[src/ppfc_map.svh]
// register map, reset values and pin layout of the port pin block
`ifndef PPFC_MAP_SVH
`define PPFC_MAP_SVH

// ==========================================================
// pin totals and port groups
// order: 0 1 2 3 4 5 7 8 AL AH DL CS CT CM CD BD
`define PPFC_PIN_COUNT    112
`define PPFC_IN_ONLY      11
`define PPFC_GROUPS       16
`define PPFC_GROUP_WIDTHS '{8, 8, 8, 8, 8, 8, 8, 3, 8, 8, 8, 8, 8, 4, 4, 5}
`define PPFC_HAS_DIR      16'hFF3F
`define PPFC_HAS_MODE     16'hFF7F
`define PPFC_HAS_FSEL     16'h183F
`define PPFC_HAS_FSELX    16'h002F

// ==========================================================
// address map: group * 8 + register kind
`define PPFC_REG_DATA     3'h0
`define PPFC_REG_DIR      3'h1
`define PPFC_REG_MODE     3'h2
`define PPFC_REG_FSELX    3'h3
`define PPFC_REG_FSEL     3'h4
`define PPFC_ADDR_STATUS  8'h80

// ==========================================================
// reset values
`define PPFC_RST_DATA     8'h00
`define PPFC_RST_DIR      8'hFF
`define PPFC_RST_MODE     8'h00
`define PPFC_RST_FSELX    8'h00
`define PPFC_RST_FSEL     8'h00

// ==========================================================
// field positions
`define PPFC_P0_TMS_BIT   6
`define PPFC_P0_TCK_BIT   7
`define PPFC_ST_TRST_BIT  0
`define PPFC_ST_BAD_BIT   1

`endif

[src/ppfc_pkg.sv]
// types shared by the port pin function blocks
`include "ppfc_map.svh"

package ppfc_pkg;

  // pin 0 alternate choice: {extension select, function select}
  typedef enum logic [1:0] {
    PPFC_P0_INTR  = 2'h0,
    PPFC_P0_TIMER = 2'h1,
    PPFC_P0_EVENT = 2'h2,
    PPFC_P0_BAD   = 2'h3
  } ppfc_p0fn_t;

endpackage : ppfc_pkg

[src/ppfc_sync.sv]
// two flip-flop synchroniser for pin levels
`timescale 1ns/1ps
`include "ppfc_map.svh"

module ppfc_sync
  import ppfc_pkg::*;
#(
  parameter int W = 1
) (
  input  wire logic         clk,
  input  wire logic         rst,
  input  wire logic [W-1:0] d,
  output logic      [W-1:0] q
);

  logic [W-1:0] meta;
  logic [W-1:0] next_meta;
  logic [W-1:0] next_q;

  // meta is read by q alone
  always_comb begin
    next_meta = d;
    next_q    = meta;
  end

  always_ff @(posedge clk) begin
    if (rst) begin
      meta <= '0;
      q    <= '0;
    end else begin
      meta <= next_meta;
      q    <= next_q;
    end
  end

endmodule : ppfc_sync

[src/ppfc_group.sv]
// one port group: latch, direction, mode and select registers
`timescale 1ns/1ps
`include "ppfc_map.svh"

module ppfc_group
  import ppfc_pkg::*;
#(
  parameter int W         = 8,
  parameter bit HAS_DIR   = 1'b1,
  parameter bit HAS_MODE  = 1'b1,
  parameter bit HAS_FSEL  = 1'b1,
  parameter bit HAS_FSELX = 1'b1
) (
  input  wire logic         clk,
  input  wire logic         rst,
  input  wire logic         wr_en,
  input  wire logic [2:0]   wr_reg,
  input  wire logic [7:0]   wdata,
  input  wire logic [7:0]   bit_en,
  input  wire logic [W-1:0] pin_level,
  input  wire logic [W-1:0] alt_out,
  input  wire logic [W-1:0] hold_off,
  output logic      [7:0]   data_rd,
  output logic      [7:0]   dir_rd,
  output logic      [7:0]   mode_rd,
  output logic      [7:0]   fselx_rd,
  output logic      [7:0]   fsel_rd,
  output logic      [W-1:0] pin_out,
  output logic      [W-1:0] pin_oe_n
);

  if (W < 1 || W > 8) begin : g_bad_width
    $error("group width must be 1 to 8");
  end

  logic [W-1:0] latch, dir, mode, fselx, fsel;
  logic [W-1:0] next_latch, next_dir, next_mode, next_fselx, next_fsel;
  logic [W-1:0] be, wd, in_mode, drive_val, rd_val;

  // bit-masked update; absent registers keep their reset value
  always_comb begin
    be         = bit_en[W-1:0];
    wd         = wdata[W-1:0];
    next_latch = latch;
    next_dir   = dir;
    next_mode  = mode;
    next_fselx = fselx;
    next_fsel  = fsel;
    if (wr_en) begin
      case (wr_reg)
        `PPFC_REG_DATA:  next_latch = (latch & ~be) | (wd & be);
        `PPFC_REG_DIR:   if (HAS_DIR) next_dir = (dir & ~be) | (wd & be);
        `PPFC_REG_MODE:  if (HAS_MODE) next_mode = (mode & ~be) | (wd & be);
        `PPFC_REG_FSELX: if (HAS_FSELX) next_fselx = (fselx & ~be) | (wd & be);
        `PPFC_REG_FSEL:  if (HAS_FSEL) next_fsel = (fsel & ~be) | (wd & be);
        default:         next_latch = latch;
      endcase
    end
  end

  // per pin drive and readback
  for (genvar b = 0; b < W; b++) begin : g_bit
    assign in_mode[b]   = dir[b] | hold_off[b];
    assign drive_val[b] = mode[b] ? alt_out[b] : latch[b];
    assign rd_val[b]    = in_mode[b] ? pin_level[b] : drive_val[b];
  end

  // latch is never touched by mode changes, only by data writes
  always_ff @(posedge clk) begin
    if (rst) begin
      latch    <= W'(`PPFC_RST_DATA);
      dir      <= W'(`PPFC_RST_DIR);
      mode     <= W'(`PPFC_RST_MODE);
      fselx    <= W'(`PPFC_RST_FSELX);
      fsel     <= W'(`PPFC_RST_FSEL);
      pin_out  <= '0;
      pin_oe_n <= '1;
    end else begin
      latch    <= next_latch;
      dir      <= next_dir;
      mode     <= next_mode;
      fselx    <= next_fselx;
      fsel     <= next_fsel;
      pin_out  <= drive_val;
      pin_oe_n <= in_mode;
    end
  end

  assign data_rd  = 8'(rd_val);
  // an absent direction register reads as zero, like any unmapped place
  assign dir_rd   = HAS_DIR ? 8'(dir) : 8'h00;
  assign mode_rd  = 8'(mode);
  assign fselx_rd = 8'(fselx);
  assign fsel_rd  = 8'(fsel);

endmodule : ppfc_group

[src/ppfc_top.sv]
// port pin function control: all port groups, register port, debug takeover
`timescale 1ns/1ps
`include "ppfc_map.svh"

module ppfc_top
  import ppfc_pkg::*;
(
  input  wire logic         clk,
  input  wire logic         rst,
  input  wire logic [7:0]   bus_addr,
  input  wire logic [7:0]   bus_wdata,
  input  wire logic [7:0]   bus_bit_en,
  input  wire logic         bus_wr,
  input  wire logic         bus_rd,
  output logic      [7:0]   bus_rdata,
  input  wire logic [111:0] pin_in,
  output logic      [111:0] pin_out,
  output logic      [111:0] pin_oe_n,
  input  wire logic [111:0] alt_out,
  output logic      [111:0] alt_in,
  output logic      [111:0] alt_mode,
  output logic      [111:0] alt_fsel,
  output logic      [111:0] alt_fselx,
  input  wire logic         test_reset,
  output logic              debug_tms,
  output logic              debug_tck,
  input  wire logic         pin0_timer_output,
  output logic              pin0_interrupt_input,
  output logic              pin0_event_input,
  output logic              pin0_timer_input,
  output logic              pin0_capture_interrupt
);

  // ==========================================================
  // group layout
  localparam int NPIN   = `PPFC_PIN_COUNT;
  localparam int GROUPS = `PPFC_GROUPS;
  localparam int GW [GROUPS] = `PPFC_GROUP_WIDTHS;
  localparam logic [GROUPS-1:0] G_DIR   = `PPFC_HAS_DIR;
  localparam logic [GROUPS-1:0] G_MODE  = `PPFC_HAS_MODE;
  localparam logic [GROUPS-1:0] G_FSEL  = `PPFC_HAS_FSEL;
  localparam logic [GROUPS-1:0] G_FSELX = `PPFC_HAS_FSELX;

  // first pin of a group in the flat pin vectors
  function automatic int base_of(int g);
    int s;
    s = 0;
    for (int i = 0; i < g; i++) begin
      s += GW[i];
    end
    return s;
  endfunction : base_of

  // pins of groups with no direction register
  function automatic int in_only_count();
    int s;
    s = 0;
    for (int i = 0; i < GROUPS; i++) begin
      if (!G_DIR[i]) begin
        s += GW[i];
      end
    end
    return s;
  endfunction : in_only_count

  // the layout must add up to the documented pin split
  if (base_of(GROUPS) != NPIN) begin : g_bad_total
    $error("group widths do not add up to the pin count");
  end
  if (in_only_count() != `PPFC_IN_ONLY) begin : g_bad_inonly
    $error("input-only pin count is wrong");
  end

  // ==========================================================
  // pin synchronisers
  logic [NPIN-1:0] pin_s;
  logic            tst_s;

  // test reset and every pin cross in together
  ppfc_sync #(
    .W (NPIN + 1)
  ) u_sync (
    .clk (clk),
    .rst (rst),
    .d   ({test_reset, pin_in}),
    .q   ({tst_s, pin_s})
  );

  // ==========================================================
  // bus decode
  logic [3:0]        grp;
  logic [2:0]        kind;
  logic [GROUPS-1:0] g_wr;

  assign grp  = bus_addr[6:3];
  assign kind = bus_addr[2:0];

  // ==========================================================
  // pin 0 alternate choice and debug takeover
  ppfc_p0fn_t      p0_code;
  logic            p0_bad;
  logic [NPIN-1:0] hold_all;
  logic [NPIN-1:0] aout_all;
  logic [NPIN-1:0] dir_all;

  // prohibited code leaves pin 0 undriven rather than guessing
  always_comb begin
    p0_code  = ppfc_p0fn_t'({alt_fselx[0], alt_fsel[0]});
    p0_bad   = alt_mode[0] && (p0_code == PPFC_P0_BAD);
    hold_all = '0;
    hold_all[0] = p0_bad;
    hold_all[`PPFC_P0_TMS_BIT] = tst_s;
    hold_all[`PPFC_P0_TCK_BIT] = tst_s;
    aout_all = alt_out;
    aout_all[0] = (p0_code == PPFC_P0_TIMER) ? pin0_timer_output : 1'b0;
  end

  // ==========================================================
  // port groups
  logic [7:0] g_data  [GROUPS];
  logic [7:0] g_dir   [GROUPS];
  logic [7:0] g_mode  [GROUPS];
  logic [7:0] g_fselx [GROUPS];
  logic [7:0] g_fsel  [GROUPS];

  // register existence per group follows the layout masks
  for (genvar g = 0; g < GROUPS; g++) begin : g_grp
    localparam int B = base_of(g);
    localparam int W = GW[g];

    assign g_wr[g] = bus_wr && !bus_addr[7] && (grp == 4'(g));

    ppfc_group #(
      .W         (W),
      .HAS_DIR   (G_DIR[g]),
      .HAS_MODE  (G_MODE[g]),
      .HAS_FSEL  (G_FSEL[g]),
      .HAS_FSELX (G_FSELX[g])
    ) u_grp (
      .clk       (clk),
      .rst       (rst),
      .wr_en     (g_wr[g]),
      .wr_reg    (kind),
      .wdata     (bus_wdata),
      .bit_en    (bus_bit_en),
      .pin_level (pin_s[B +: W]),
      .alt_out   (aout_all[B +: W]),
      .hold_off  (hold_all[B +: W]),
      .data_rd   (g_data[g]),
      .dir_rd    (g_dir[g]),
      .mode_rd   (g_mode[g]),
      .fselx_rd  (g_fselx[g]),
      .fsel_rd   (g_fsel[g]),
      .pin_out   (pin_out[B +: W]),
      .pin_oe_n  (pin_oe_n[B +: W])
    );

    // settings fan out to the peripherals sharing the pins
    assign alt_mode[B +: W]  = g_mode[g][W-1:0];
    assign alt_fsel[B +: W]  = g_fsel[g][W-1:0];
    assign alt_fselx[B +: W] = g_fselx[g][W-1:0];
    // no direction register: the group is input-only, so its pins count as inputs
    assign dir_all[B +: W]   = G_DIR[g] ? g_dir[g][W-1:0] : {W{1'b1}};
  end

  // ==========================================================
  // read data, alternate inputs and debug outputs
  logic [7:0]      status;
  logic [7:0]      rd_val;
  logic [7:0]      next_rdata;
  logic [NPIN-1:0] next_alt_in;
  logic            next_tms;
  logic            next_tck;
  logic            next_p0_intr;
  logic            next_p0_event;

  always_comb begin
    status = 8'h00;
    status[`PPFC_ST_TRST_BIT] = tst_s;
    status[`PPFC_ST_BAD_BIT]  = p0_bad;
    rd_val = 8'h00;
    if (bus_addr == `PPFC_ADDR_STATUS) begin
      rd_val = status;
    end else if (!bus_addr[7]) begin
      case (kind)
        `PPFC_REG_DATA:  rd_val = g_data[grp];
        `PPFC_REG_DIR:   rd_val = g_dir[grp];
        `PPFC_REG_MODE:  rd_val = g_mode[grp];
        `PPFC_REG_FSELX: rd_val = g_fselx[grp];
        `PPFC_REG_FSEL:  rd_val = g_fsel[grp];
        default:         rd_val = 8'h00;
      endcase
    end
    // read data stand for one cycle only
    next_rdata = bus_rd ? rd_val : 8'h00;
    // only alternate-input pins reach peripherals; debug pins held off
    next_alt_in = pin_s & alt_mode & dir_all & ~hold_all;
    next_tms = tst_s & pin_s[`PPFC_P0_TMS_BIT];
    next_tck = tst_s & pin_s[`PPFC_P0_TCK_BIT];
    next_p0_intr  = next_alt_in[0] && (p0_code == PPFC_P0_INTR);
    next_p0_event = next_alt_in[0] && (p0_code == PPFC_P0_EVENT);
  end

  // one register stage; adds a cycle to the debug clock path
  always_ff @(posedge clk) begin
    if (rst) begin
      bus_rdata              <= 8'h00;
      alt_in                 <= '0;
      debug_tms              <= 1'b0;
      debug_tck              <= 1'b0;
      pin0_interrupt_input   <= 1'b0;
      pin0_event_input       <= 1'b0;
      pin0_timer_input       <= 1'b0;
      pin0_capture_interrupt <= 1'b0;
    end else begin
      bus_rdata              <= next_rdata;
      alt_in                 <= next_alt_in;
      debug_tms              <= next_tms;
      debug_tck              <= next_tck;
      pin0_interrupt_input   <= next_p0_intr;
      pin0_event_input       <= next_p0_event;
      pin0_timer_input       <= next_p0_event;
      pin0_capture_interrupt <= next_p0_event;
    end
  end

endmodule : ppfc_top

[config.mk]
export PLATFORM = sky130hd
export DESIGN_NAME = ppfc_top
export DESIGN_NICKNAME = d
export VERILOG_FILES = /design/src/ppfc_pkg.sv /design/src/ppfc_sync.sv /design/src/ppfc_group.sv /design/src/ppfc_top.sv
export VERILOG_INCLUDE_DIRS = /design/src
export SDC_FILE = /design/constraint.sdc
export NUM_CORES = 2
export LEC_CHECK = 0
export BUFFER_PORTS_ARGS = -buffer_cell sky130_fd_sc_hd__buf_2
export CAP_MARGIN = 20
export CORE_AREA = 2 2 365 367
export CTS_CLUSTER_DIAMETER = 30
export CTS_CLUSTER_SIZE = 25
export DETAILED_ROUTE_END_ITERATION = 8
export DIE_AREA = 0 0 367 369
export PLACE_DENSITY = 0.53
export SLEW_MARGIN = 20
export SYNTH_ARGS = -nofsm -noshare
export SYNTH_HDL_FRONTEND = slang
export SYNTH_SLANG_ARGS = --single-unit
[constraint.sdc]
create_clock -name clk -period 1.9 [get_ports clk]
set_input_delay 0.285 -clock clk [delete_from_list [all_inputs] [get_ports clk]]
set_output_delay 0.285 -clock clk [all_outputs]
set_load 0.02 [all_outputs]
# Yosys cells after proc, flatten, opt, wreduce, memory -nomap -nowiden
# Index checks and enable logic that the tools add are counted.
# totals
out_inout_bits	686
ramBits	0
regBits	989
input_bits	254
n_memories	0
latchBits	0
mem_bits_ro	0
# classes
bitwise_logic	135
mux	229
shift	0
eq_ne	23
n_lt_le_gt_ge	1
add_sub_neg	0
reduce_logical	84
div_mod_pow	0
multipliers	0
# op_table
operator	n
8-bit bitwise AND	49
8-bit bitwise OR	48
112-bit bitwise AND	3
1-bit two-way mux	211
8-bit binary-select mux with 4-bit select	5
2-bit AND reduction	58
8-bit inverter with 112-bit output	1
8-bit two-way mux	10
8-bit case mux with 5 select lines	1
4-bit == test (second input constant)	8
4-bit bitwise AND	7
4-bit bitwise OR	6
5-bit bitwise AND	4
1-bit logical AND	20
4-bit by 3-bit == test with 1-bit output (second input constant)	4
5-bit bitwise OR	3
4-bit by 2-bit == test with 1-bit output (second input constant)	2
8-bit == test (second input constant)	1
8-bit inverter	1
3-bit bitwise AND	2
3-bit by 2-bit == test with 1-bit output (second input constant)	2
5-bit greater-or-equal comparator (second input constant)	1
4-bit inverter with 5-bit output	1
5-bit inverter	1
other kinds (18)	23

# Logic depth before layout (Yosys ltp)
# depth
word_depth	10
mapped_depth	10
depth_no_buf	6

# Cells and area by module
# A second synthesis with hierarchy kept.
# unflattened
hier_cells	4149
hier_area_um2	43947.1
# modules_own_cells
module	area_per_inst_um2	seq_area_each_um2	cells_each	instances
ppfc_group at g_grp[0].u_grp ...	2333.5	1121.1	240	5
ppfc_top	9146.3	2482.4	698	1
ppfc_sync	6369.9	4524.3	477	1
ppfc_group at g_grp[11].u_grp ...	2057.0	960.9	214	3
ppfc_group at g_grp[10].u_grp ...	1775.5	800.8	187	3
ppfc_group at g_grp[13].u_grp ...	1073.5	400.4	115	2
ppfc_group at g_grp[6].u_grp	1318.8	480.5	144	1
ppfc_group at g_grp[15].u_grp	1232.4	500.5	133	1
ppfc_group at g_grp[7].u_grp	568.0	120.1	64	1

# Least setup slack after synthesis
# No wires, ideal clock.
# synth_path
kind	input to register
from	input bus_addr[3]
to	register bus_rdata[2]
t_arrival_ps	1896
slack_ps	-131
n_path_buf	3
cell_stages	7
setup_time_ps	135
path_cell_list	buf_2 > buf_6 > buf_2 > mux4_2 > a32o_1 > a2111oi_0 > a31oi_1
# synth_between
elab_chain_cells	5
word_cells_on_any_way	19
# synth_rtl
item	line_no	rtl
from (decl)	ppfc_top.sv:10	input wire logic [7:0] bus_addr,
4-bit inverter with 5-bit output (implied by the code)	--	
8-bit binary-select mux with 4-bit select (on tied branches)	--	
8-bit two-way mux (on tied branches) (2 in a row)	--	
8-bit case mux with 5 select lines	ppfc_top.sv:185	case (kind)
to (signal assigned)	ppfc_top.sv:216	bus_rdata <= next_rdata;
to (decl)	ppfc_top.sv:15	output logic [7:0] bus_rdata,
# Parallel ways exist; a longest one is shown, timed or not. The select of a mux whose other input is x is not followed.
# A chain may end at the register's enable or synchronous reset.

==> out/results.txt <==
Crit Path Class = reg -> reg
Worst Min Path Start = alt_out[83]
Reg clk slew, reported paths = 0.05 ns
Crit path buf inv count = 1
Post-DP HPWL = 157000 um
Die span in y = 369 um
Most frequent cells in the layout = dfxtp_1, buf_2, buf_4
CTS tree = yes
CP arrival = 2.62 ns
Final WL = 206000 um
Core Rows = 133
Clk Tree Root Cell = clkbuf_16
Unrepaired setup endpoints after global routing = yes
CTS Buf Count = 241
NetSw = 16100 uW
Cell area after synthesis = 0.0392 sq mm
Routed Antenna Nets = 0
Final Wtd Congestion = 0.947
Syn avg cell area = 9.69 sq um
Largest net degree at the start of global routing = 136
Pint = 52200 uW
Seq/Total Area, Yosys = 50.4%
Kind of launch point of the worst setup path = flop
DR pass1 iterations = 6
Vias/cell = 4.94
Peak Freq = 521 MHz
Seq pwr share = 30.9%
Worst-path cell chain = buf_6 > mux4_2 > mux4_2 > nand2_1 > o211a_1 > o211ai_1
Most frequent CP cell = mux4_2
First-pass GRT wire length = 281000 um
Worst hold path class = in -> reg
Tot GR Track Use = 29.3%
Crit end category = flop
Synth Warn # = 0
Worst Clk Skew = 0.0609 ns
Filler Cell Count = 12600
Syn-to-layout area delta = 56.6%
Static Leak = 0.0279 uW
Max cap viols = 0
Initial antenna violation count = 37
Vias = 37800
Slew Viols, Final = 0
Top delay family on crit path = multiplexers
Post-synth top flop = dfxtp_1
Core area = 0.131 sq mm
CTS H-tree lvls = 4
Drc violations = 0
Power per standard cell area = 1110 mW/mm^2
Place WS = -0.654 ns
Final setup vio count = 3
Fin crit period = 1.92 ns
Async SR Flop Fraction = 0%
Commonest non-fill, non-tap cell in the layout = dfxtp_1
Ratio of cells with drive above 1 in the final layout = 37.3%
Worst VDD drop = 0.913 mV
DR WL/cell = 27.0 um
I/O Buffers = 798
Clock latency on the worst-skew pair = 0.87 ns
Fin nets = 5927
Slew margin rel. = 34.8%
EDFF count, synth = 0
CP Max Fanout = 3
Grt ovf = 0
Clock tree buffer depth = 3
Cell count after synthesis = 4039
Die X = 367 um
Status = finished, violations left
Failing checks = setup timing
Fin worst setup slack = -0.0197 ns
TritonCTS Sinks = 986
Setup TNS = -0.0338 ns
CP max stage delay = 0.52 ns
Slowest cell on the critical path = mux4_2
I/O pins = 940
Actual slew at the worst max-slew pin = 0.974 ns
Die ar. = 0.135 sq mm
Yosys reg bits = 986
Unique masters post-synth = 71
DR iter-0 viols = 3258
Final Cycle Share = 101%
Hold Fails Final Rpt = 0
Sw Ratio = 23.6%
Clock power frac = 63.9%
Vias in the first global route = 36400
Initial Util = 29.9%
Comb power frac = 5.2%
CP Data Required Time = 2.60 ns
Hold Slack = 0.0331 ns
==> repair_timing <==
action | in CTS | in global routing
hold buffers | 240 | 0
endpoints found under the hold margin | 380 | 0
gates cloned | 0 | 0
gates resized for setup | 179 | 52
pin swaps | 9 | 8
setup endpoints to repair | 81 | 24
buffers inserted | 10 | 1
==> synth_stat cells, drive strengths merged (7+ instances only) <==
master    n  area [sq um]
buf     229          1470
o211ai   25           188
o22ai    18           113
or2     100           626
nor3     22           151
nor3b    10          75.1
and4b    89           891
dfxtp   986         19700
a21oi   104           521
a22o     10          87.6
nor2b   264          1650
a31oi    17           106
a211oi   15           113
inv      27           101
nand2   514          1930
mux4     38           856
nor4      7          43.8
a21boi   85           638
a221oi    7          61.3
mux2     42           473
mux2i   415          4150
a22oi    32           240
nor2    428          1640
o21ai    57           285
a311o   102          1020
clkbuf  208           781
nand3    90           450
nand2b   19           119
==> worst min-delay path, cell delays in order <==
cell,delay (ns)
buf_2,0.10
mux2_2,0.22
nor2b_1,0.21
==> kinds of logic (layout without fill, tap and decap cells) <==
logic type / Yosys count / in the layout / synth area share, %
buffers and inverters: 466 / 2180 / 6.04
other: 2 / 150 / 0.0192
and+or+nand+nor: 1580 / 1580 / 20.1
AOI/OAI and AO/OA: 510 / 510 / 9.47
DFF: 986 / 986 / 50.4
muxes: 495 / 495 / 14.0
==> power by group through the flow <==
stage | registers (uW) | clock network (uW) | logic (uW)
CTS | 21100 | 44000 | 3490
global placement | 21500 | 0 | 3010
global route | 21100 | 45200 | 3680
detailed placement | 21500 | 0 | 3020
finish | 21100 | 43600 | 3560
floorplan | 21400 | 0 | 1660
==> cell type report <==
| class | count | area, sq um | share of cell area (%) |
|---|---|---|---|
| tap | 1755 | 2200 | 3.58 |
| clock buffer | 306 | 6670 | 10.9 |
| timing repair buffer | 1693 | 12500 | 20.4 |
| antenna | 13 | 32.5 | 0.0530 |
| clock inverter | 152 | 2140 | 3.48 |
| sequential | 986 | 19900 | 32.4 |
| inverter | 29 | 109 | 0.177 |
| multi-input combinational | 2722 | 17800 | 29.0 |
==> layer usage <==
layer	vias to the layer above	GRT usage [%]	wire [um]
li1	17000	-	-
met2	1799	49.4	99500
met5	-	0	117
met1	18600	35.1	81300
met3	411	7.21	16000
met4	20	13.2	9400
==> metrics by stage <==
stage / power [uW] / util, % / instances / instance area, sq um
final: 68300 / 46.8 / 7656 / 61300
after global routing: 70000 / 46.8 / 7651 / 61300
after CTS: 68600 / 46.6 / 7642 / 61100
after detailed placement: 24500 / 37.7 / 6946 / 49400
after global placement: 24500 / 37.7 / 6946 / 49400
after floorplan: 23100 / - / 4174 / 39700
==> path summary, 6_finish.rpt <==
| kind | endpoint | slack (ns) | cells after the start |
|---|---|---|---|
| max | bus_rdata[0]$_SDFF_PP0_ | -0.02 | 6 |
| min | g_grp[11].u_grp.pin_out[0]$_SDFF_PP0_ | 0.03 | 3 |
| max reg2reg | bus_rdata[0]$_SDFF_PP0_ | -0.02 | 6 |
| min reg2reg | u_sync.q[46]$_SDFF_PP0_ | 0.42 | 1 |
Note: power is estimated with default switching activity, not from simulation.
